[config.mk]
export PLATFORM = sky130hd
export DESIGN_NAME = nlk_top
export DESIGN_NICKNAME = d
export VERILOG_FILES = /design/src/nlk_pkg.sv /design/src/nlk_top.sv
export SDC_FILE = /design/constraint.sdc
export NUM_CORES = 1
export LEC_CHECK = 0
export BUFFER_PORTS_ARGS = -buffer_cell sky130_fd_sc_hd__buf_2
export CAP_MARGIN = 40
export CORE_MARGIN = 4
export CORE_UTILIZATION = 40
export CTS_CLUSTER_SIZE = 28
export DETAILED_ROUTE_END_ITERATION = 12
export PLACE_DENSITY = 0.66
export SYNTH_ARGS = -nofsm -noshare
export SYNTH_HDL_FRONTEND = slang
export SYNTH_SLANG_ARGS = --single-unit
[constraint.sdc]
create_clock -name CLK_SYS -period 4.7 [get_ports CLK_SYS]
set_input_delay 0.47 -clock CLK_SYS [delete_from_list [all_inputs] [get_ports CLK_SYS]]
set_output_delay 0.47 -clock CLK_SYS [all_outputs]
set_load 0.005 [all_outputs]
[src/nlk_pkg.sv]
// Package for the nonvolatile lock, page map and clock divider block
package nlk_pkg;
  // Register byte addresses on the AHB-Lite slave
  localparam logic [7:0] ADDR_CLOCK_RATIO = 8'h00;
  localparam logic [7:0] ADDR_CONFIG      = 8'h04;
  localparam logic [7:0] ADDR_OPTION      = 8'h08;
  localparam logic [7:0] ADDR_PROTECTION  = 8'h0c;
  localparam logic [7:0] ADDR_STATUS      = 8'h10;
  // Field positions
  localparam int RATIO_LOADED_POS = 7;
  localparam int PRESCALE_POS     = 6;
  localparam int HALF_SELECT_POS  = 6;
  localparam int COMPARE_MODE_POS = 5;
  localparam int BACKDOOR_POS     = 7;
  localparam int LAYOUT_POS       = 5;
  // Lock code values and field
  localparam logic [1:0] LOCK_OPEN = 2'h2;
  localparam int KEY_BYTES = 8;
  localparam logic [15:0] KEY_BASE = 16'hffb0;
  localparam int PRESCALE_DIV = 8;
  // Vector block that holds option, protection and key
  localparam logic [15:0] VECTOR_BLOCK_BASE = 16'hfd00;
  // Time per program/erase pulse, in ns
  localparam int PULSE_MIN_NS = 5000;
  localparam int PULSE_MAX_NS = 6700;
  // Access source kinds
  typedef enum logic [1:0] {SRC_SECURE = 2'h0, SRC_UNSECURE = 2'h1, SRC_DEBUG = 2'h2} nlk_src_t;
  // One memory access request from the core side
  typedef struct packed {
    logic        valid;
    logic        write;
    logic [15:0] addr;
    logic [7:0]  wdata;
    logic        is_secure_mem;
    nlk_src_t    src;
  } nlk_acc_t;
  // Gated access result
  typedef struct packed {
    logic       allow;
    logic [7:0] rdata;
  } nlk_gate_t;
endpackage

[src/nlk_top.sv]
// Lock gate, backdoor compare, EEPROM page map and nonvolatile clock divider
// Operation
// - Locked: unsecure or debug access blocked, reads zero
// - Code from protected memory always has access
// - Reset copies option byte into working register
// - Lock code 1:0 open, others locked
// - Locked: no debug module, background only by pin
// - Backdoor disabled when allow bit zero
// - Compare mode captures key writes as values
// - Leaving compare mode with match opens lock
// - Key writes only from protected memory
// - Protection register writable only by debug
// - Blank check of whole flash opens lock
// - Option, protection, key share vector block
// - Only foreground EEPROM half is visible
// - Split layout: four bytes per page, erase both
// - Whole layout: sector in one page, erase foreground
// - Ratio bit 7 read-only, low bits write once
// - Reset clears loaded flag; unloaded blocks program/erase
// - Clock is bus, divided eight optionally, then ratio+1
// - Each pulse is one nonvolatile clock cycle
// - Option: allow bit 7, layout bit 5, lock 1:0
// - Config: half select bit 6, compare mode bit 5
//
// The AHB-Lite slave port and the register addresses were decided locally.
`timescale 1ns/100ps
`default_nettype none
module nlk_top #(
  parameter int CLK_NS = 50
) (
  input  wire logic              CLK_SYS,         // Bus clock, 20 MHz
  input  wire logic              RST,             // Async reset, active high
  input  wire logic              HSEL,            // Slave select
  input  wire logic [7:0]        HADDR,           // Byte address
  input  wire logic [1:0]        HTRANS,          // Transfer type
  input  wire logic              HWRITE,          // Write
  input  wire logic [2:0]        HSIZE,           // Size
  input  wire logic [31:0]       HWDATA,          // Write data
  input  wire logic              HREADY,          // Bus ready in
  output logic [31:0]            HRDATA,          // Read data
  output logic                   HREADYOUT,       // Ready out
  output logic                   HRESP,           // Response
  input  wire logic [7:0]        OPT_BYTE,        // Stored option byte
  input  wire logic [7:0]        PROT_BYTE,       // Stored protection byte
  input  wire logic [63:0]       KEY_PHRASE,      // Stored unlock phrase
  input  wire logic              BACKGROUND_PIN_PIN,        // Background pin
  input  wire nlk_pkg::nlk_acc_t ACC,             // Memory access request
  input  wire logic [7:0]        MEM_RDATA,       // Memory read data
  input  wire logic              BLANK_OK,        // Whole flash blank pulse
  input  wire logic              ERASE_REQ,       // EEPROM sector erase pulse
  output nlk_pkg::nlk_gate_t     GATE,            // Access permit and data
  output logic                   EE_PAGE,         // EEPROM page for access
  output logic [1:0]             EE_ERASE_PAGES,  // Pages cleared by erase
  output logic                   KEY_CAPTURE,     // Key write captured
  output logic                   CMD_START,       // Write starts command
  output logic                   LOCKED,          // Lock state
  output logic                   DEBUG_ENABLE_OK, // Debug module allowed
  output logic                   BGND_ACTIVE,     // Active background mode
  output logic                   PE_ENABLE,       // Program/erase allowed
  output logic                   NVM_PULSE        // One nonvolatile clock pulse
);
  import nlk_pkg::*;

  localparam int PULSE_MIN_CYC = (PULSE_MIN_NS + CLK_NS - 1) / CLK_NS;
  localparam int PULSE_MAX_CYC = PULSE_MAX_NS / CLK_NS;

  logic [7:0]  working_option_reg;
  logic [7:0]  protection_reg;
  logic [7:0]  nvm_config_reg;
  logic [7:0]  nvm_clock_ratio;
  logic        opened;
  logic        opt_taken;
  logic [63:0] key_buf;
  logic [3:0]  key_cnt;
  logic        key_dirty;
  logic        bk_s1;
  logic        bk_s2;
  logic        bgnd_seen;
  logic [1:0]  lock_state_code;
  logic        backdoor_allow;
  logic        eeprom_sector_layout;
  logic        compare_write_mode;
  logic        eeprom_half_select;
  logic        ratio_loaded_flag;
  logic        prescale_by_eight;
  logic [5:0]  ratio_div;
  logic        is_key_addr;
  logic        acc_ok;

  // Option fields and lock decode
  assign lock_state_code      = opened ? LOCK_OPEN : working_option_reg[1:0];
  assign backdoor_allow       = working_option_reg[BACKDOOR_POS];
  assign eeprom_sector_layout = working_option_reg[LAYOUT_POS];
  assign compare_write_mode   = nvm_config_reg[COMPARE_MODE_POS];
  assign eeprom_half_select   = nvm_config_reg[HALF_SELECT_POS];
  assign ratio_loaded_flag    = nvm_clock_ratio[RATIO_LOADED_POS];
  assign prescale_by_eight    = nvm_clock_ratio[PRESCALE_POS];
  assign ratio_div            = nvm_clock_ratio[5:0];
  assign LOCKED               = (lock_state_code != LOCK_OPEN);

  // AHB-Lite address phase capture
  logic       ph_wr;
  logic       ph_rd;
  logic [7:0] ph_addr;
  logic       take;
  assign take = HSEL && HREADY && HTRANS[1];
  always_ff @(posedge CLK_SYS or posedge RST)
  begin
    if (RST)
    begin
      ph_wr   <= 1'b0;
      ph_rd   <= 1'b0;
      ph_addr <= 8'h00;
    end
    else if (HREADY)
    begin
      ph_wr   <= take && HWRITE;
      ph_rd   <= take && !HWRITE;
      ph_addr <= HADDR;
    end
  end
  assign HREADYOUT = 1'b1;
  assign HRESP     = 1'b0;

  // Read data, zero for unmapped
  always_ff @(posedge CLK_SYS or posedge RST)
  begin
    if (RST)
      HRDATA <= 32'h0000_0000;
    else if (take && !HWRITE)
    begin
      if (HADDR == ADDR_CLOCK_RATIO)
        HRDATA <= {24'h000000, nvm_clock_ratio};
      else if (HADDR == ADDR_CONFIG)
        HRDATA <= {24'h000000, nvm_config_reg};
      else if (HADDR == ADDR_OPTION)
        HRDATA <= {24'h000000, working_option_reg[7:2], lock_state_code};
      else if (HADDR == ADDR_PROTECTION)
        HRDATA <= {24'h000000, protection_reg};
      else if (HADDR == ADDR_STATUS)
        HRDATA <= {28'h0000000, key_cnt};
      else
        HRDATA <= 32'h0000_0000;
    end
  end

  // Option and protection copy taken at reset release
  always_ff @(posedge CLK_SYS or posedge RST)
  begin
    if (RST)
    begin
      opt_taken          <= 1'b0;
      working_option_reg <= 8'hff;
      protection_reg     <= 8'hff;
    end
    else if (!opt_taken)
    begin
      opt_taken          <= 1'b1;
      working_option_reg <= OPT_BYTE;
      protection_reg     <= PROT_BYTE;
    end
    else if (ph_wr && ph_addr == ADDR_PROTECTION && ACC.src == SRC_DEBUG)
      protection_reg <= HWDATA[7:0];
  end

  // Configuration register, software writable
  always_ff @(posedge CLK_SYS or posedge RST)
  begin
    if (RST)
      nvm_config_reg <= 8'h00;
    else if (ph_wr && ph_addr == ADDR_CONFIG)
      nvm_config_reg <= {1'b0, HWDATA[HALF_SELECT_POS], HWDATA[COMPARE_MODE_POS], 5'h00};
  end

  // Clock ratio, write once; first write sets loaded flag
  always_ff @(posedge CLK_SYS or posedge RST)
  begin
    if (RST)
      nvm_clock_ratio <= 8'h00;
    else if (ph_wr && ph_addr == ADDR_CLOCK_RATIO && !ratio_loaded_flag)
      nvm_clock_ratio <= {1'b1, HWDATA[6:0]};
  end
  assign PE_ENABLE = ratio_loaded_flag;

  // Key address decode and access gating
  assign is_key_addr = (ACC.addr >= KEY_BASE) && (ACC.addr < KEY_BASE + 16'(KEY_BYTES));
  assign acc_ok = !LOCKED || (ACC.src == SRC_SECURE);
  always_comb
  begin
    GATE.allow  = ACC.valid && acc_ok;
    GATE.rdata  = (ACC.valid && acc_ok && !ACC.write) ? MEM_RDATA : 8'h00;
    KEY_CAPTURE = ACC.valid && ACC.write && is_key_addr && compare_write_mode
                  && backdoor_allow && ACC.src == SRC_SECURE && ACC.is_secure_mem;
    CMD_START   = ACC.valid && ACC.write && acc_ok && ratio_loaded_flag
                  && !(is_key_addr && compare_write_mode);
  end

  // Key capture by address offset in any order, compare on mode exit
  logic cmp_prev;
  always_ff @(posedge CLK_SYS or posedge RST)
  begin
    if (RST)
    begin
      key_buf   <= 64'h0;
      key_cnt   <= 4'h0;
      key_dirty <= 1'b0;
      cmp_prev  <= 1'b0;
    end
    else
    begin
      cmp_prev <= compare_write_mode;
      if (KEY_CAPTURE)
      begin
        key_buf[8*ACC.addr[2:0] +: 8] <= ACC.wdata;
        key_cnt   <= key_cnt + 4'h1;
        key_dirty <= 1'b1;
      end
      else if (cmp_prev && !compare_write_mode)
      begin
        key_cnt   <= 4'h0;
        key_dirty <= 1'b0;
      end
    end
  end

  // Lock opening, held until reset
  always_ff @(posedge CLK_SYS or posedge RST)
  begin
    if (RST)
      opened <= 1'b0;
    else if (BLANK_OK)
      opened <= 1'b1;
    else if (cmp_prev && !compare_write_mode && key_dirty && backdoor_allow
             && key_cnt == 4'(KEY_BYTES) && key_buf == KEY_PHRASE)
      opened <= 1'b1;
  end

  // Pin synchroniser runs through reset so the level is ready at release
  always_ff @(posedge CLK_SYS)
  begin
    bk_s1 <= BACKGROUND_PIN_PIN;
    bk_s2 <= bk_s1;
  end
  always_ff @(posedge CLK_SYS or posedge RST)
  begin
    if (RST)
      bgnd_seen <= 1'b0;
    else if (!opt_taken)
      bgnd_seen <= !bk_s2;
  end
  assign DEBUG_ENABLE_OK = !LOCKED;
  assign BGND_ACTIVE     = bgnd_seen;

  // EEPROM page map and erase extent
  assign EE_PAGE        = eeprom_half_select;
  assign EE_ERASE_PAGES = !ERASE_REQ ? 2'b00 :
                          (!eeprom_sector_layout ? 2'b11 :
                           (eeprom_half_select ? 2'b10 : 2'b01));

  // Nonvolatile clock divider
  logic [2:0] pre_cnt;
  logic [5:0] div_cnt;
  logic       pre_tick;
  assign pre_tick = !prescale_by_eight || (pre_cnt == 3'(PRESCALE_DIV - 1));
  always_ff @(posedge CLK_SYS or posedge RST)
  begin
    if (RST)
    begin
      pre_cnt   <= 3'h0;
      div_cnt   <= 6'h00;
      NVM_PULSE <= 1'b0;
    end
    else if (!ratio_loaded_flag)
    begin
      pre_cnt   <= 3'h0;
      div_cnt   <= 6'h00;
      NVM_PULSE <= 1'b0;
    end
    else
    begin
      NVM_PULSE <= 1'b0;
      pre_cnt   <= prescale_by_eight ? pre_cnt + 3'h1 : 3'h0;
      if (pre_tick)
      begin
        if (div_cnt >= ratio_div)
        begin
          div_cnt   <= 6'h00;
          NVM_PULSE <= 1'b1;
        end
        else
          div_cnt <= div_cnt + 6'h01;
      end
    end
  end

  // Checks
  chk_locked_reads_zero: assert property (@(posedge CLK_SYS) disable iff (RST)
    (ACC.valid && LOCKED && ACC.src != SRC_SECURE) |-> (!GATE.allow && GATE.rdata == 8'h00))
    else $error("locked access not blocked");
  chk_secure_access: assert property (@(posedge CLK_SYS) disable iff (RST)
    (ACC.valid && ACC.src == SRC_SECURE) |-> GATE.allow)
    else $error("secure access refused");
  chk_option_copy: assert property (@(posedge CLK_SYS) disable iff (RST)
    $rose(opt_taken) |-> working_option_reg == $past(OPT_BYTE))
    else $error("option byte not copied");
  chk_lock_decode: assert property (@(posedge CLK_SYS) disable iff (RST)
    !opened |-> (LOCKED == (working_option_reg[1:0] != LOCK_OPEN)))
    else $error("lock decode wrong");
  chk_open_unlocked: assert property (@(posedge CLK_SYS) disable iff (RST)
    opened |-> !LOCKED)
    else $error("opened but still locked");
  chk_debug_locked: assert property (@(posedge CLK_SYS) disable iff (RST)
    LOCKED |-> !DEBUG_ENABLE_OK)
    else $error("debug enabled while locked");
  chk_key_source: assert property (@(posedge CLK_SYS) disable iff (RST)
    KEY_CAPTURE |-> (ACC.src == SRC_SECURE && backdoor_allow))
    else $error("key captured from wrong source");
  chk_ratio_once: assert property (@(posedge CLK_SYS) disable iff (RST)
    ($past(ratio_loaded_flag) && opt_taken) |-> $stable(nvm_clock_ratio))
    else $error("ratio changed after first write");
  chk_unloaded_no_pe: assert property (@(posedge CLK_SYS) disable iff (RST)
    !ratio_loaded_flag |-> (!PE_ENABLE && !CMD_START && !NVM_PULSE))
    else $error("program allowed before ratio loaded");
  chk_open_sticky: assert property (@(posedge CLK_SYS) disable iff (RST)
    BLANK_OK |=> !LOCKED [*2])
    else $error("blank check did not unlock");
  chk_erase_extent: assert property (@(posedge CLK_SYS) disable iff (RST)
    (ERASE_REQ && !eeprom_sector_layout) |-> EE_ERASE_PAGES == 2'b11)
    else $error("split erase not both pages");
  chk_whole_erase: assert property (@(posedge CLK_SYS) disable iff (RST)
    (ERASE_REQ && eeprom_sector_layout) |-> ($onehot(EE_ERASE_PAGES) && EE_ERASE_PAGES[eeprom_half_select]))
    else $error("whole erase not foreground page");
  chk_key_no_cmd: assert property (@(posedge CLK_SYS) disable iff (RST)
    KEY_CAPTURE |-> !CMD_START)
    else $error("key write started a command");
  chk_prot_debug_only: assert property (@(posedge CLK_SYS) disable iff (RST)
    (opt_taken && ph_wr && ph_addr == ADDR_PROTECTION && ACC.src != SRC_DEBUG) |=> $stable(protection_reg))
    else $error("protection changed by software");
  // Key range sits inside the vector block, so its protection covers the key
  chk_key_in_vectors: assert property (@(posedge CLK_SYS) disable iff (RST)
    (ACC.valid && is_key_addr) |-> (ACC.addr >= VECTOR_BLOCK_BASE))
    else $error("key range outside vector block");
endmodule
`default_nettype wire

==> flow_results.xml <==
<?xml version="1.0" encoding="UTF-8"?>
<metrics>
  <group name="placement">
    <metric name="placedCellCount" unit="">971</metric>
    <metric name="hpwlAfterDp" unit="um">12890</metric>
    <metric name="dpl_worst_slack" unit="ns">1.583</metric>
    <metric name="port-buffer-count" unit="">168</metric>
    <metric name="gpl.final_weighted_congestion" unit="">0.7985</metric>
    <metric name="dpl-instance-area" unit="sq um">7684</metric>
  </group>
  <group name="finish">
    <metric name="registers.top_by_ff_count" unit="">key_buf</metric>
    <metric name="final_layout_size_suffix_gt1_frac" unit="">0.3740</metric>
    <metric name="finalNonFillerCells" unit="">1002</metric>
    <metric name="antenna-diode-count" unit="">0</metric>
    <metric name="fillerInstances" unit="">1460</metric>
    <metric name="multi_input_comb_area" unit="sq um">3212</metric>
    <metric name="num-nets-final" unit="">957</metric>
    <metric name="fin_area" unit="sq um">8278</metric>
    <metric name="layout.area.seq" unit="sq um">3213</metric>
    <metric name="areaGrowthSynthToFinish" unit="%">23.85</metric>
    <metric name="largest_reg_flops" unit="">64</metric>
  </group>
  <group name="sta">
    <metric name="hold_violations" unit="">0</metric>
    <metric name="timing.final.setup_violations" unit="">0</metric>
    <metric name="worst_slew_margin_relative_to_its_limit" unit="">0.4715</metric>
    <metric name="post-route-worst-setup-slack" unit="ns">2.056</metric>
    <metric name="grt_setup_unrepaired" unit="">no</metric>
    <metric name="finalMaxSlewViolations" unit="">0</metric>
    <metric name="achievable-frequency" unit="MHz">378.3</metric>
    <metric name="clock_skew" unit="ns">0.004762</metric>
    <metric name="max_slew.worst_pin.slew" unit="ns">0.7928</metric>
    <metric name="finalCritPeriodShare" unit="">0.5625</metric>
    <metric name="finalSetupTns" unit="ns">0</metric>
    <metric name="finalCriticalPeriod" unit="ns">2.644</metric>
  </group>
  <group name="clock_network">
    <metric name="clk_root_buffer_cell" unit="">sky130_fd_sc_hd__clkbuf_16</metric>
    <metric name="cts.clk_slew.worst_paths" unit="ns">0.05</metric>
    <metric name="cts_post_setup_buffers_inserted" unit="">0</metric>
    <metric name="ctsLongestPathBuffers" unit="">2</metric>
    <metric name="cts-buffers-inserted" unit="">17</metric>
    <metric name="htree_levels" unit="">4</metric>
    <metric name="cts_hold_buf" unit="">0</metric>
    <metric name="post_cts.resized_instances" unit="">0</metric>
    <metric name="clk_latency" unit="ns">0.42</metric>
    <metric name="cts_tree" unit="">done</metric>
    <metric name="clock_sink_count" unit="">128</metric>
  </group>
  <group name="power_and_ir_drop">
    <metric name="comb_power_share" unit="">0.086</metric>
    <metric name="relative_contribution_of_the_clock_network_to_total_power" unit="">0.484</metric>
    <metric name="power.share.sequential" unit="">0.430</metric>
    <metric name="power_density" unit="nW/um^2">328.6</metric>
    <metric name="cell_internal_pwr" unit="uW">2113</metric>
    <metric name="total_leakage_power" unit="uW">0.004117</metric>
    <metric name="p_sw_frac" unit="">0.2234</metric>
    <metric name="finalPower" unit="uW">2721</metric>
    <metric name="vdd_drop_max" unit="uV">285.8</metric>
    <metric name="power_switching" unit="uW">607.8</metric>
  </group>
  <group name="floorplan">
    <metric name="ios" unit="">223</metric>
    <metric name="die_h" unit="um">137.3</metric>
    <metric name="die-area" unit="sq um">18840</metric>
    <metric name="rows" unit="">46</metric>
    <metric name="initial_utilization" unit="">0.4148</metric>
    <metric name="floorplan.die.width" unit="um">137.3</metric>
    <metric name="placeable_core_region" unit="sq um">16120</metric>
  </group>
  <group name="detailed_routing">
    <metric name="route.vias.total" unit="">4884</metric>
    <metric name="vias_per_cell" unit="">4.874</metric>
    <metric name="drt-pass1-iter-count" unit="">7</metric>
    <metric name="ant_nets" unit="">0</metric>
    <metric name="totalWireLength" unit="um">16900</metric>
    <metric name="detail_route.wl_per_cell" unit="um">16.87</metric>
    <metric name="remaining_routing_drc_violations" unit="">0</metric>
    <metric name="drtIter0Drc" unit="">198</metric>
  </group>
  <group name="status">
    <metric name="status" unit="">finished, final reports clean</metric>
  </group>
  <group name="synthesis">
    <metric name="synth_edf_count" unit="">0</metric>
    <metric name="yosysWarningCount" unit="">0</metric>
    <metric name="syn_area" unit="sq um">6684</metric>
    <metric name="ys_ff_latch" unit="">128</metric>
    <metric name="synthesized_area_per_cell" unit="sq um">11.18</metric>
    <metric name="synth.yosys.seq_area_share" unit="">0.4807</metric>
    <metric name="syn-instance-count" unit="">598</metric>
    <metric name="leading_register_cell_type_out_of_synthesis" unit="">sky130_fd_sc_hd__dfrtp_1</metric>
    <metric name="netlist-cell-type-count" unit="">57</metric>
    <metric name="synth-async-reset-ratio" unit="">0.9844</metric>
  </group>
  <group name="worst_setup_path">
    <metric name="critical_path_arrival" unit="ns">2.92</metric>
    <metric name="worst-path-max-fanout" unit="">16</metric>
    <metric name="setup.worst_path.end_class" unit="">register</metric>
    <metric name="critical_path.startpoint_type" unit="">input port</metric>
    <metric name="critPathRequiredTime" unit="ns">4.98</metric>
    <metric name="path_class" unit="">input port to register</metric>
  </group>
  <group name="global_routing">
    <metric name="gr-total-overflow" unit="">0</metric>
    <metric name="grt_start_max_net_pins" unit="">64</metric>
    <metric name="grt_pass1_wl" unit="um">26280</metric>
    <metric name="grt_antenna_before_repair" unit="">2</metric>
    <metric name="grt_util_all_layers" unit="">0.1848</metric>
    <metric name="via_count_of_the_first_global_routing_pass" unit="">5017</metric>
  </group>
  <group name="worst_hold_path">
    <metric name="timing.hold.worst.class" unit="">input port to register</metric>
  </group>
  <group name="flow_run">
    <metric name="cap_viol_max_count" unit="">0</metric>
  </group>
</metrics>
==> Yosys cell counts, types with 2 or more instances <==
master | count | area, sq um
sky130_fd_sc_hd__nor2_1 | 25 | 93.84
sky130_fd_sc_hd__conb_1 | 2 | 7.510
sky130_fd_sc_hd__a32oi_1 | 4 | 35.03
sky130_fd_sc_hd__a21oi_1 | 17 | 85.08
sky130_fd_sc_hd__nor4_1 | 12 | 75.07
sky130_fd_sc_hd__nor2b_1 | 2 | 12.51
sky130_fd_sc_hd__and3_1 | 4 | 25.02
sky130_fd_sc_hd__xor2_1 | 36 | 315.3
sky130_fd_sc_hd__o31ai_1 | 2 | 15.01
sky130_fd_sc_hd__nor2_2 | 2 | 12.51
sky130_fd_sc_hd__buf_2 | 2 | 10.01
sky130_fd_sc_hd__mux2_2 | 57 | 641.9
sky130_fd_sc_hd__dfxtp_1 | 2 | 40.04
sky130_fd_sc_hd__inv_1 | 26 | 97.59
sky130_fd_sc_hd__nand4_1 | 13 | 81.33
sky130_fd_sc_hd__nand2_1 | 52 | 195.2
sky130_fd_sc_hd__clkbuf_1 | 7 | 26.28
sky130_fd_sc_hd__buf_4 | 27 | 202.7
sky130_fd_sc_hd__a22oi_1 | 2 | 15.01
sky130_fd_sc_hd__dfrtp_1 | 110 | 2753
sky130_fd_sc_hd__mux2_4 | 8 | 120.1
sky130_fd_sc_hd__o21ai_0 | 27 | 135.1
sky130_fd_sc_hd__nand4b_1 | 4 | 35.03
sky130_fd_sc_hd__and2_1 | 16 | 100.1
sky130_fd_sc_hd__buf_1 | 3 | 11.26
sky130_fd_sc_hd__a21o_1 | 2 | 15.01
sky130_fd_sc_hd__xnor2_1 | 33 | 289.0
sky130_fd_sc_hd__a222oi_1 | 2 | 20.02
sky130_fd_sc_hd__nand2b_1 | 5 | 31.28
sky130_fd_sc_hd__ha_1 | 13 | 162.7
sky130_fd_sc_hd__dfstp_2 | 16 | 420.4
sky130_fd_sc_hd__nand3_1 | 7 | 35.03
sky130_fd_sc_hd__nor3_1 | 7 | 35.03
sky130_fd_sc_hd__mux2i_1 | 17 | 170.2
sky130_fd_sc_hd__mux2_1 | 8 | 90.09
sky130_fd_sc_hd__a21boi_0 | 5 | 37.54
==> logic make-up (layout without fill, tap and decap cells) <==
family	count (synthesis)	in the layout	share of synthesized area
fa+ha+maj	13	13	0.02434
xor+xnor	69	69	0.09042
mux	90	90	0.1529
buf+inv	66	229	0.05279
other cells	2	27	0.001124
compound gates	65	65	0.05915
simple gates	165	165	0.1385
flops	128	128	0.4807
==> worst max-delay path, stage by stage <==
cell	delay, ns
sky130_fd_sc_hd__buf_2	0.24
sky130_fd_sc_hd__inv_1	0.10
sky130_fd_sc_hd__ha_1	0.21
sky130_fd_sc_hd__ha_1	0.24
sky130_fd_sc_hd__nor2_2	0.31
sky130_fd_sc_hd__a21boi_0	0.47
sky130_fd_sc_hd__nand4_1	0.56
sky130_fd_sc_hd__nand2_1	0.21
sky130_fd_sc_hd__o21ai_0	0.10
==> cells in the final DEF (no fill, tap or decap), types with 4 or more instances in the layout <==
cell type	n
sky130_fd_sc_hd__nand2_1	52
sky130_fd_sc_hd__mux2_2	57
sky130_fd_sc_hd__xnor2_1	33
sky130_fd_sc_hd__mux2_1	8
sky130_fd_sc_hd__a32oi_1	4
sky130_fd_sc_hd__nor4_1	12
sky130_fd_sc_hd__nor3_1	7
sky130_fd_sc_hd__conb_1	27
sky130_fd_sc_hd__nand2b_1	5
sky130_fd_sc_hd__ha_1	13
sky130_fd_sc_hd__clkinv_2	4
sky130_fd_sc_hd__mux2_4	8
sky130_fd_sc_hd__a21oi_1	17
sky130_fd_sc_hd__clkbuf_16	17
sky130_fd_sc_hd__clkbuf_8	6
sky130_fd_sc_hd__inv_1	25
sky130_fd_sc_hd__and2_1	16
sky130_fd_sc_hd__o21ai_0	27
sky130_fd_sc_hd__buf_2	168
sky130_fd_sc_hd__mux2i_1	17
sky130_fd_sc_hd__xor2_1	36
sky130_fd_sc_hd__a21boi_0	5
sky130_fd_sc_hd__nand3_1	7
sky130_fd_sc_hd__and3_1	4
sky130_fd_sc_hd__dfrtp_1	110
sky130_fd_sc_hd__dfstp_2	16
sky130_fd_sc_hd__nand4_1	13
sky130_fd_sc_hd__nor2_1	25
sky130_fd_sc_hd__nand4b_1	4
==> power by group through the flow <==
| stage | Combinational (uW) | Sequential [uW] | Clock, uW |
|---|---|---|---|
| 2_1_floorplan | 138 | 1180 | 0 |
| 4_1_cts | 237 | 1170 | 1340 |
| 6_report | 233 | 1170 | 1320 |
| 3_3_place_gp | 228 | 1190 | 0 |
| 3_5_place_dp | 235 | 1190 | 0 |
| 5_1_grt | 262 | 1170 | 1400 |
==> path summary, 6_finish.rpt <==
check                                   start          end  slack [ns]  cells after the start
min                        BACKGROUND_PIN_PIN        bk_s1        0.16                      1
max in group asynchronous                 RST   key_buf[9]        3.52                      3
min reg2reg                             bk_s1        bk_s2        0.32                      0
min in group asynchronous                 RST  BGND_ACTIVE        0.21                      2
max reg2reg                 nvm_config_reg[5]  key_buf[43]        2.30                      6
max                                   ACC[11]  key_buf[17]        2.06                      9
==> layer usage <==
layer  up-vias  track usage  share of wire
li1       2374            -              -
met1      2312       0.2296           0.42
met4         4      0.06486          0.013
met2       171       0.3074           0.49
met5         -            0         0.0016
met3        23      0.05369          0.072
==> per-stage QoR <==
stage | util | hold slack (ns)
final | 0.5137 | 0.1587
after global routing | 0.5137 | 0.1400
after CTS | 0.5137 | 0.1391
after detailed placement | 0.4768 | 0.3121
after global placement | 0.4751 | 0.3118
after floorplan | - | 0.3096
==> cell type report <==
class / instances / area share
sequential: 128 / 0.3881
multi-input combinational: 429 / 0.3880
timing repair buffer: 171 / 0.1067
clock buffer: 26 / 0.06273
tap: 216 / 0.03265
inverter: 27 / 0.01270
clock inverter: 5 / 0.009069
Power figures use the tool's default switching activity.
